--- config.mk ---
export PLATFORM = sky130hd
export DESIGN_NAME = dbrs_seq
export DESIGN_NICKNAME = d
export VERILOG_FILES = /design/src/inc/dbrs_pkg.sv /design/src/hdl/dbrs_buf.sv /design/src/hdl/dbrs_seq.sv
export SDC_FILE = /design/constraint.sdc
export NUM_CORES = 1
export LEC_CHECK = 0
export BUFFER_PORTS_ARGS = -buffer_cell sky130_fd_sc_hd__buf_4
export CAP_MARGIN = 5
export CORE_MARGIN = 4
export CORE_UTILIZATION = 61
export DETAILED_ROUTE_END_ITERATION = 6
export PLACE_DENSITY = 0.82
export SLEW_MARGIN = 10
export SYNTH_ARGS = -nofsm -noshare
export SYNTH_HDL_FRONTEND = slang
export SYNTH_SLANG_ARGS = --single-unit
export TNS_END_PERCENT = 5
--- constraint.sdc ---
create_clock -name clk_in -period 3.4 [get_ports clk_in]
set_input_delay 0.68 -clock clk_in [delete_from_list [all_inputs] [get_ports clk_in]]
set_output_delay 0.68 -clock clk_in [all_outputs]
set_load 0.1 [all_outputs]
--- src/inc/dbrs_pkg.sv ---
// Package: constants and carrier types for the DRAM bit recorder sequencer
package dbrs_pkg;

  // Address geometry
  localparam int ADDR_PART_W = 10;
  localparam int LINEAR_ADDR_W = 20;
  localparam int MEM_LOCATIONS = 1048576;
  localparam int LOW_BYTE_W = 8;
  localparam int HIGH_BITS_W = 2;
  localparam logic [9:0] ADDR_PART_RST = 10'h000;

  // Refresh schedule
  localparam int MEM_ROWS = 512;
  localparam int REFRESH_WINDOW_MS = 8;
  localparam int CLK_MHZ = 100;
  localparam int BURST_PERIOD_US = 125;
  localparam int BURST_PERIOD_CYC = BURST_PERIOD_US * CLK_MHZ;
  localparam logic [8:0] BURST_LEN = 9'h008;
  localparam logic [8:0] FULL_BURST_LEN = 9'h100;
  localparam logic [1:0] FULL_BURST_COUNT = 2'h2;

  // Strobe step timing, last step count; each strobe phase except ST_DONE is held one cycle more
  localparam int STEP_NS = 30;
  localparam int CLK_NS = 10;
  localparam logic [3:0] STEP_CYC = 4'((STEP_NS + CLK_NS - 1) / CLK_NS);

  // Strobe reset levels (inactive high)
  localparam logic STROBE_IDLE = 1'b1;

  // Pins driven toward the memory
  typedef struct packed {
    logic row_strobe_n;
    logic col_strobe_n;
    logic write_strobe_n;
    logic [LOW_BYTE_W-1:0] addr_low;
    logic [HIGH_BITS_W-1:0] addr_high;
    logic data;
  } dbrs_mem_out_t;

  // Buffered playback word
  typedef struct packed {
    logic bit_val;
  } dbrs_word_t;

endpackage : dbrs_pkg

--- src/hdl/dbrs_buf.sv ---
// Two-entry valid/ready buffer for playback bits
`timescale 1ns/1ps
module dbrs_buf (
  // Clock and reset
  input wire logic clk_in,
  input wire logic sys_rst_in,
  // Fill side
  input wire logic in_valid_in,
  output logic in_ready_out,
  input dbrs_pkg::dbrs_word_t in_data_in,
  // Drain side
  output logic out_valid_out,
  input wire logic out_ready_in,
  output dbrs_pkg::dbrs_word_t out_data_out
);

  dbrs_pkg::dbrs_word_t mem [2];
  logic wr_ptr;
  logic rd_ptr;
  logic [1:0] count;
  logic push;
  logic pop;

  // Handshakes; ready is honest full
  assign push = in_valid_in && (count != 2'h2);
  assign pop = out_valid_out && out_ready_in;
  assign in_ready_out = (count != 2'h2);
  assign out_valid_out = (count != 2'h0);
  assign out_data_out = mem[rd_ptr];

  // Storage write
  always_ff @(posedge clk_in) begin
    if (push) begin
      mem[wr_ptr] <= in_data_in;
    end
  end

  // Pointers and occupancy
  always_ff @(posedge clk_in or posedge sys_rst_in) begin
    if (sys_rst_in) begin
      wr_ptr <= 1'b0;
      rd_ptr <= 1'b0;
      count <= 2'h0;
    end else begin
      if (push) begin
        wr_ptr <= ~wr_ptr;
      end
      if (pop) begin
        rd_ptr <= ~rd_ptr;
      end
      count <= count + {1'b0, push} - {1'b0, pop};
    end
  end

endmodule : dbrs_buf

--- src/hdl/dbrs_seq.sv ---
// Top: sequencer driving a DRAM as a bit-serial recorder
// Operation
// [RULE1] Refresh: column strobe low, row low, column high, row high per cycle
// [RULE2] Memory takes refresh row from own counter; address bus is don't-care
// [RULE3] All 512 rows refreshed within every 8 ms
// [RULE4] Burst of eight refresh cycles every 125 us; length sets schedule
// [RULE5] Full refresh is two back-to-back bursts of 256 cycles
// [RULE6] Keep 20-bit linear address as 10-bit row and column halves
// [RULE7] After each access bump row; row wrap clears it and bumps column
// [RULE8] Column overflow clears column and raises end flag ending recording
// [RULE9] Read: after column strobe low, capture memory data to playback bit
// [RULE10] Column strobe goes low while column address is stable on bus
// [RULE11] Read ends by raising row strobe then column strobe
// [RULE12] Address part placed as low byte plus two high bits, cleared first
// [RULE13] Write: row, row strobe, data and column, write, column, release all
// [RULE14] Record: refresh, write, advance until end; then play loop forever
// [RULE15] No refresh starts during an access; pending refresh runs between
// [RULE16] Reset: strobes high, address and flag clear, refresh before access
`timescale 1ns/1ps
module dbrs_seq (
  // Clock and reset
  input wire logic clk_in,
  input wire logic sys_rst_in,
  // Recording stream
  input wire logic rec_bit_in,
  // Playback stream
  output logic play_valid_out,
  input wire logic play_ready_in,
  output logic play_bit_out,
  output logic end_of_memory_out,
  // Memory pins
  output logic row_strobe_n_out,
  output logic col_strobe_n_out,
  output logic write_strobe_n_out,
  output logic [7:0] mem_addr_low_out,
  output logic [1:0] mem_addr_high_out,
  output logic mem_data_out,
  input wire logic mem_data_in,
  // Full-array refresh request (level)
  input wire logic full_refresh_in
);

  typedef enum logic [7:0] {
    ST_IDLE = 8'h01,
    ST_REF_A = 8'h02,
    ST_REF_B = 8'h04,
    ST_REF_C = 8'h08,
    ST_REF_D = 8'h10,
    ST_ROW = 8'h20,
    ST_COL = 8'h40,
    ST_DONE = 8'h80
  } dbrs_state_t;

  dbrs_state_t state;
  logic [3:0] step_cnt;
  logic step_done;
  logic [8:0] ref_left;
  logic [1:0] bursts_left;
  logic [13:0] period_cnt;
  logic ref_pending;
  logic init_done;
  logic [9:0] row_addr;
  logic [9:0] col_addr;
  logic recording;
  logic capture;
  logic buf_ready;
  dbrs_pkg::dbrs_word_t play_word;
  dbrs_pkg::dbrs_word_t buf_out;
  logic buf_valid;
  logic [3:0] phase;
  logic [7:0] row_addr_low_byte;
  logic [1:0] row_addr_high_bits;
  logic [7:0] col_addr_low_byte;
  logic [1:0] col_addr_high_bits;
  logic address_advance;
  logic [10:0] next_row;
  logic [10:0] next_col;

  // Split each address part into the byte and two-bit halves [RULE6]
  assign row_addr_low_byte = row_addr[7:0];
  assign row_addr_high_bits = row_addr[9:8];
  assign col_addr_low_byte = col_addr[7:0];
  assign col_addr_high_bits = col_addr[9:8];
  assign step_done = (step_cnt == dbrs_pkg::STEP_CYC);
  assign next_row = {1'b0, row_addr} + 11'h001;
  assign next_col = {1'b0, col_addr} + 11'h001;

  // Phase timer: every strobe phase except ST_DONE holds STEP_CYC+1 cycles for setup margin
  always_ff @(posedge clk_in or posedge sys_rst_in) begin
    if (sys_rst_in) begin
      step_cnt <= 4'h0;
    end else if (state == ST_IDLE || step_done) begin
      step_cnt <= 4'h0;
    end else begin
      step_cnt <= step_cnt + 4'h1;
    end
  end

  // 125 us schedule; a due burst waits in ref_pending [RULE4] [RULE3]
  always_ff @(posedge clk_in or posedge sys_rst_in) begin
    if (sys_rst_in) begin
      period_cnt <= 14'h0000;
      ref_pending <= 1'b1; // Initial burst before first access [RULE16]
    end else begin
      if (period_cnt == 14'(dbrs_pkg::BURST_PERIOD_CYC - 1)) begin
        period_cnt <= 14'h0000;
        ref_pending <= 1'b1; // Set beats clear in the same cycle
      end else begin
        period_cnt <= period_cnt + 14'h0001;
        if (state == ST_IDLE && ref_pending) begin
          ref_pending <= 1'b0;
        end
      end
    end
  end

  // Access phase: 0..3 steps inside ST_COL, 4 during ST_DONE, cleared to 0 elsewhere
  always_ff @(posedge clk_in or posedge sys_rst_in) begin
    if (sys_rst_in) begin
      phase <= 4'h0;
    end else if (state != ST_COL) begin
      phase <= 4'h0;
    end else if (step_done) begin
      phase <= phase + 4'h1;
    end
  end

  // Main sequencer
  always_ff @(posedge clk_in or posedge sys_rst_in) begin
    if (sys_rst_in) begin
      state <= ST_IDLE;
      ref_left <= 9'h000;
      bursts_left <= 2'h0;
      init_done <= 1'b0;
    end else begin
      case (state)
        ST_IDLE: begin
          // Refresh only starts here, never mid-access [RULE15]
          if (ref_pending || !init_done) begin
            if (full_refresh_in) begin
              ref_left <= dbrs_pkg::FULL_BURST_LEN; // [RULE5]
              bursts_left <= dbrs_pkg::FULL_BURST_COUNT - 2'h1;
            end else begin
              ref_left <= dbrs_pkg::BURST_LEN; // [RULE4]
              bursts_left <= 2'h0;
            end
            state <= ST_REF_A;
          end else if (init_done && buf_ready) begin
            state <= ST_ROW; // Stalls while playback buffer is full
          end
        end
        // CAS low, RAS low, CAS high, RAS high [RULE1]
        ST_REF_A: if (step_done) state <= ST_REF_B;
        ST_REF_B: if (step_done) state <= ST_REF_C;
        ST_REF_C: if (step_done) state <= ST_REF_D;
        ST_REF_D: begin
          if (step_done) begin
            if (ref_left != 9'h001) begin
              ref_left <= ref_left - 9'h001;
              state <= ST_REF_A;
            end else if (bursts_left != 2'h0) begin
              bursts_left <= bursts_left - 2'h1; // Second 256 burst [RULE5]
              ref_left <= dbrs_pkg::FULL_BURST_LEN;
              state <= ST_REF_A;
            end else begin
              init_done <= 1'b1;
              state <= ST_IDLE;
            end
          end
        end
        ST_ROW: if (step_done) state <= ST_COL;
        ST_COL: if (step_done && phase == 4'h3) state <= ST_DONE;
        ST_DONE: state <= ST_IDLE;
        default: state <= ST_IDLE;
      endcase
    end
  end

  // Strobes; all registered, idle high after reset [RULE16]
  always_ff @(posedge clk_in or posedge sys_rst_in) begin
    if (sys_rst_in) begin
      row_strobe_n_out <= dbrs_pkg::STROBE_IDLE;
      col_strobe_n_out <= dbrs_pkg::STROBE_IDLE;
      write_strobe_n_out <= dbrs_pkg::STROBE_IDLE;
    end else begin
      case (state)
        ST_REF_A: begin
          col_strobe_n_out <= 1'b0; // Row comes from memory counter [RULE2]
        end
        ST_REF_B: row_strobe_n_out <= 1'b0; // [RULE1]
        ST_REF_C: col_strobe_n_out <= 1'b1;
        ST_REF_D: row_strobe_n_out <= 1'b1;
        ST_ROW: row_strobe_n_out <= 1'b0;
        ST_COL: begin
          // Phase 0 column on bus, 1 write, 2 column strobe, 3 release
          if (phase == 4'h1 && recording) begin
            write_strobe_n_out <= 1'b0; // [RULE13]
          end
          if (phase == 4'h2) begin
            col_strobe_n_out <= 1'b0; // Column held stable here [RULE10]
          end
          if (phase == 4'h3 && step_done) begin
            write_strobe_n_out <= 1'b1;
            row_strobe_n_out <= 1'b1; // Row first, then column [RULE11]
          end
        end
        ST_DONE: col_strobe_n_out <= 1'b1; // [RULE11] [RULE13]
        default: begin
          row_strobe_n_out <= row_strobe_n_out;
        end
      endcase
    end
  end

  // Address bus: high bits cleared then merged with new part [RULE12]
  always_ff @(posedge clk_in or posedge sys_rst_in) begin
    if (sys_rst_in) begin
      mem_addr_low_out <= 8'h00;
      mem_addr_high_out <= 2'h0;
      mem_data_out <= 1'b0;
    end else if (state == ST_IDLE && init_done && !ref_pending) begin
      mem_addr_low_out <= row_addr_low_byte;
      mem_addr_high_out <= (mem_addr_high_out & 2'h0) | row_addr_high_bits;
    end else if (state == ST_ROW && step_done) begin
      mem_addr_low_out <= col_addr_low_byte;
      mem_addr_high_out <= (mem_addr_high_out & 2'h0) | col_addr_high_bits;
      mem_data_out <= rec_bit_in; // Input bit set up with column [RULE13]
    end
  end

  // Capture memory data once the column strobe has been low a step [RULE9]
  assign capture = (state == ST_COL) && (phase == 4'h3) && step_done
    && !recording;
  assign play_word.bit_val = mem_data_in;

  // Address advance with wrap and end flag [RULE7] [RULE8]
  assign address_advance = (state == ST_DONE);
  always_ff @(posedge clk_in or posedge sys_rst_in) begin
    if (sys_rst_in) begin
      row_addr <= dbrs_pkg::ADDR_PART_RST;
      col_addr <= dbrs_pkg::ADDR_PART_RST;
      recording <= 1'b1;
      end_of_memory_out <= 1'b0;
    end else if (address_advance) begin
      row_addr <= next_row[9:0]; // Wraps to zero past 10 bits [RULE7]
      if (next_row[10]) begin
        col_addr <= next_col[9:0]; // [RULE8]
        if (next_col[10]) begin
          end_of_memory_out <= 1'b1;
          recording <= 1'b0; // Switch to playback forever [RULE14]
        end
      end
    end
  end

  // Playback buffer: stall by receiver loses no bit; writes bypass it
  dbrs_buf u_buf (
    .clk_in(clk_in),
    .sys_rst_in(sys_rst_in),
    .in_valid_in(capture),
    .in_ready_out(buf_ready),
    .in_data_in(play_word),
    .out_valid_out(buf_valid),
    .out_ready_in(!play_valid_out || play_ready_in),
    .out_data_out(buf_out)
  );

  // Registered playback output stage
  always_ff @(posedge clk_in or posedge sys_rst_in) begin
    if (sys_rst_in) begin
      play_valid_out <= 1'b0;
      play_bit_out <= 1'b0;
    end else if (!play_valid_out || play_ready_in) begin
      play_valid_out <= buf_valid;
      play_bit_out <= buf_out.bit_val;
    end
  end

endmodule : dbrs_seq

==> flow_metrics.py <==
metrics = {
    "global_route": {
        "grt_max_degree": 34,
        "grt_pass1_vias": 3051,
        "grt_pass1_wl_mm": 13.96,
        "antenna_found_initial": 0,
        "overflow": 0,
        "grt_util_all_layers": 0.2082,
    },
    "power": {
        "pwr-share-clk": 0.359,
        "power.internal_uw": 1484,
        "combPwrFrac": 0.101,
        "p_leak_uw": 0.002112,
        "p_per_area_nw_per_um2": 438.1,
        "pwr-share-seq": 0.539,
        "ir_drop_mv": 0.1843,
        "switchingPower_uw": 548.2,
        "switching_share": 0.2698,
    },
    "sta": {
        "timing.final.crit_period_ps": 2222,
        "maxSlewViolCount": 0,
        "fin_crit_sh": 0.6535,
        "clock_skew_ps": 12.69,
        "final.setup.tns_ps": 0,
        "rsz0062_at_grt": "no",
        "final_hold_viol_count": 0,
        "max_slew.worst_pin.slew_ps": 770.0,
        "holdWs_ps": 266.6,
        "slew_headroom": 0.4820,
        "setup_viol": 0,
        "fmax_mhz": 450.1,
    },
    "worst_setup_path": {
        "worst_ep_arrival_time_ps": 2460,
        "critPathLaunchType": "flop",
        "cp_data_required_time_ps": 3630,
        "crit_type": "flop to flop",
        "endpoint_kind": "flop",
        "cp_max_fo": 9,
    },
    "clock_tree": {
        "numClockSinks": 87,
        "post_cts_buffers": 0,
        "clk_pin_slew_ps": 90,
        "cts_hold_buf": 0,
        "htree_num_levels": 3,
        "cts_buffers": 9,
        "cts_tree": "done",
        "ctsRootBufferMaster": "clkbuf_8",
        "clock_path_buffers": 2,
        "insertion_delay_ps": 360,
        "ctsResizeCount": 0,
    },
    "floorplan": {
        "io_pins": 23,
        "die_area_um2": 8259,
        "dieWidth_um": 90.88,
        "rows": 29,
        "start_util": 0.6452,
        "die_y_um": 90.88,
        "coreArea_um2": 6495,
    },
    "synthesis": {
        "synth_cell_types": 64,
        "syn_nets": 414,
        "syn_avg_cell_area_um2": 10.55,
        "synth_most_common_cell": "dfrtp_1",
        "synthTopCellsByArea": "dfrtp_1, xnor2_1, dfstp_2",
        "syn_area_um2": 4190,
        "ys_ff_latch": 87,
        "synth_top_area_share": 0.4718,
        "yosysTopAreaCell": "dfrtp_1",
        "netlist_instances": 397,
        "yosys-top-cells-count": "dfrtp_1, nand2_1, nor2_1",
        "ys.flop_type": "dfrtp_1",
        "ys_seq_area_frac": 0.5237,
        "synthArstFlopShare": 0.9770,
        "synth_edf_count": 2,
        "ys_warn_count": 0,
    },
    "cells_and_area": {
        "nets": 443,
        "post-route-cell-area_um2": 4638,
        "drive_gt1_frac": 0.1462,
        "area_growth_pct": 10.69,
        "fillCellCount": 476,
        "multiInputGateArea_um2": 1896,
        "seq_area_um2": 2195,
        "num_antenna_cells": 0,
        "fin_cells": 508,
    },
    "min_path": {
        "hold_path.class": "input pin to asynchronous set/reset pin",
    },
    "drt": {
        "num_vias": 3072,
        "vias_per_cell": 6.047,
        "drt_iter0_drc": 142,
        "drt_wl_total_mm": 7.922,
        "drc_errors": 0,
        "wl_per_cell_um": 15.59,
        "dr.pass1.iters": 4,
        "ant_nets": 0,
    },
    "place": {
        "place_hpwl_mm": 5.795,
        "gp_congestion": 0.8448,
        "io_buffers": 22,
        "dpl.cell_count": 492,
        "place_area_um2": 4436,
    },
    "run": {
        "maxCapViolations": 0,
    },
    "status": {
        "status": "finished, final reports clean",
    },
}
[cells by family (layout without fill, tap and decap cells)]
group | after synthesis | after routing | share of synthesized area
AOI/OAI and AO/OA | 56 | 56 | 0.09137
xor gates and xnor gates | 40 | 40 | 0.08361
adders and majority gates | 11 | 11 | 0.03285
buffers and inverters | 21 | 55 | 0.02389
DFF | 87 | 87 | 0.5237
muxes | 5 | 5 | 0.01314
and+or+nand+nor | 177 | 177 | 0.2314
[cell usage in the layout (no fill, tap or decap), drive strengths merged, types with 2 or more instances in the layout]
master	Yosys	routed
dfrtp	79	79
nand2	43	43
nor2	41	41
buf	7	27
xnor2	25	25
nand3	21	21
xor2	15	15
inv	12	14
o21ai	13	13
ha	11	11
nor3	10	10
a22oi	10	10
nand4	10	10
clkbuf	2	9
and3	8	8
nor2b	7	7
a21oi	7	7
dfstp	6	6
and2	5	5
nor4	5	5
nand2b	4	4
or4	4	4
or4b	4	4
clkinv	0	4
mux2	4	4
o211ai	3	3
a21o	3	3
and4	3	3
nor4b	3	3
or2	3	3
o31ai	2	2
a211oi	2	2
a31oi	2	2
o32ai	2	2
edfxtp	2	2
or3b	2	2
nor3b	2	2
[routing by layer]
| metal | wire length (µm) | vias up | track usage |
|---|---|---|---|
| met4 | 70 | 0 | 0.08040 |
| met5 | 0 | - | 0 |
| li1 | - | 1468 | - |
| met2 | 4104 | 71 | 0.3422 |
| met3 | 305 | 7 | 0.04500 |
| met1 | 3442 | 1526 | 0.2699 |
[power groups by stage]
| stage | Combinational [µW] | Sequential (µW) | Clock [µW] |
|---|---|---|---|
| finish | 206 | 1100 | 730 |
| global route | 222 | 1100 | 803 |
| CTS | 210 | 1100 | 748 |
| detailed placement | 209 | 1120 | 0 |
| global placement | 203 | 1110 | 0 |
| floorplan | 102 | 1170 | 0 |
[layout make-up]
| class | count | share of cell area |
|---|---|---|
| flip-flops and latches | 87 | 0.4732 |
| well taps | 77 | 0.02077 |
| inverters | 12 | 0.009981 |
| clock buffers | 9 | 0.02671 |
| repair buffers | 27 | 0.04370 |
| multi-input cells | 289 | 0.4087 |
| clock inverters | 7 | 0.01699 |
[critical path: stages, from the launching register on]
cell and delay [ps]:
dfrtp_1 480, nor4b_1 570, and2_1 300, nand3_1 210
nand2_1 220, mux2_1 330
[sequential cells by signal, indices dropped and copies added, names as in the netlist, 2 cells and up]
signal / cells
mem_addr_high_out: 2
mem_addr_low_out: 8
u_buf.count: 2
u_buf.mem: 2
row_addr: 10
phase: 4
period_cnt: 14
bursts_left: 2
col_addr: 10
step_cnt: 4
ref_left: 9
state: 8
[final timing paths]
path                             start                  end  slack [ps]  depth (start not counted)
max reg2reg                   state[1]          ref_left[1]        1180                          5
max                           state[1]          ref_left[1]        1180                          5
min reg2reg                step_cnt[0]          step_cnt[0]         460                          1
max in group asynchronous   sys_rst_in          ref_pending        2370                          3
min in group clk_in        step_cnt[0]          step_cnt[0]         460                          1
min                         sys_rst_in  mem_addr_low_out[2]         270                          2
[through the flow]
step | setup slack [ps] | total power (µW) | utilization
after CTS | 1181 | 2054 | 0.7141
after detailed placement | 1188 | 1325 | 0.6829
after global routing | 973.9 | 2127 | 0.7141
after global placement | 1255 | 1317 | 0.6829
final | 1178 | 2032 | 0.7141
after floorplan | 536.4 | 1276 | -
Power figures use the tool's default switching activity.
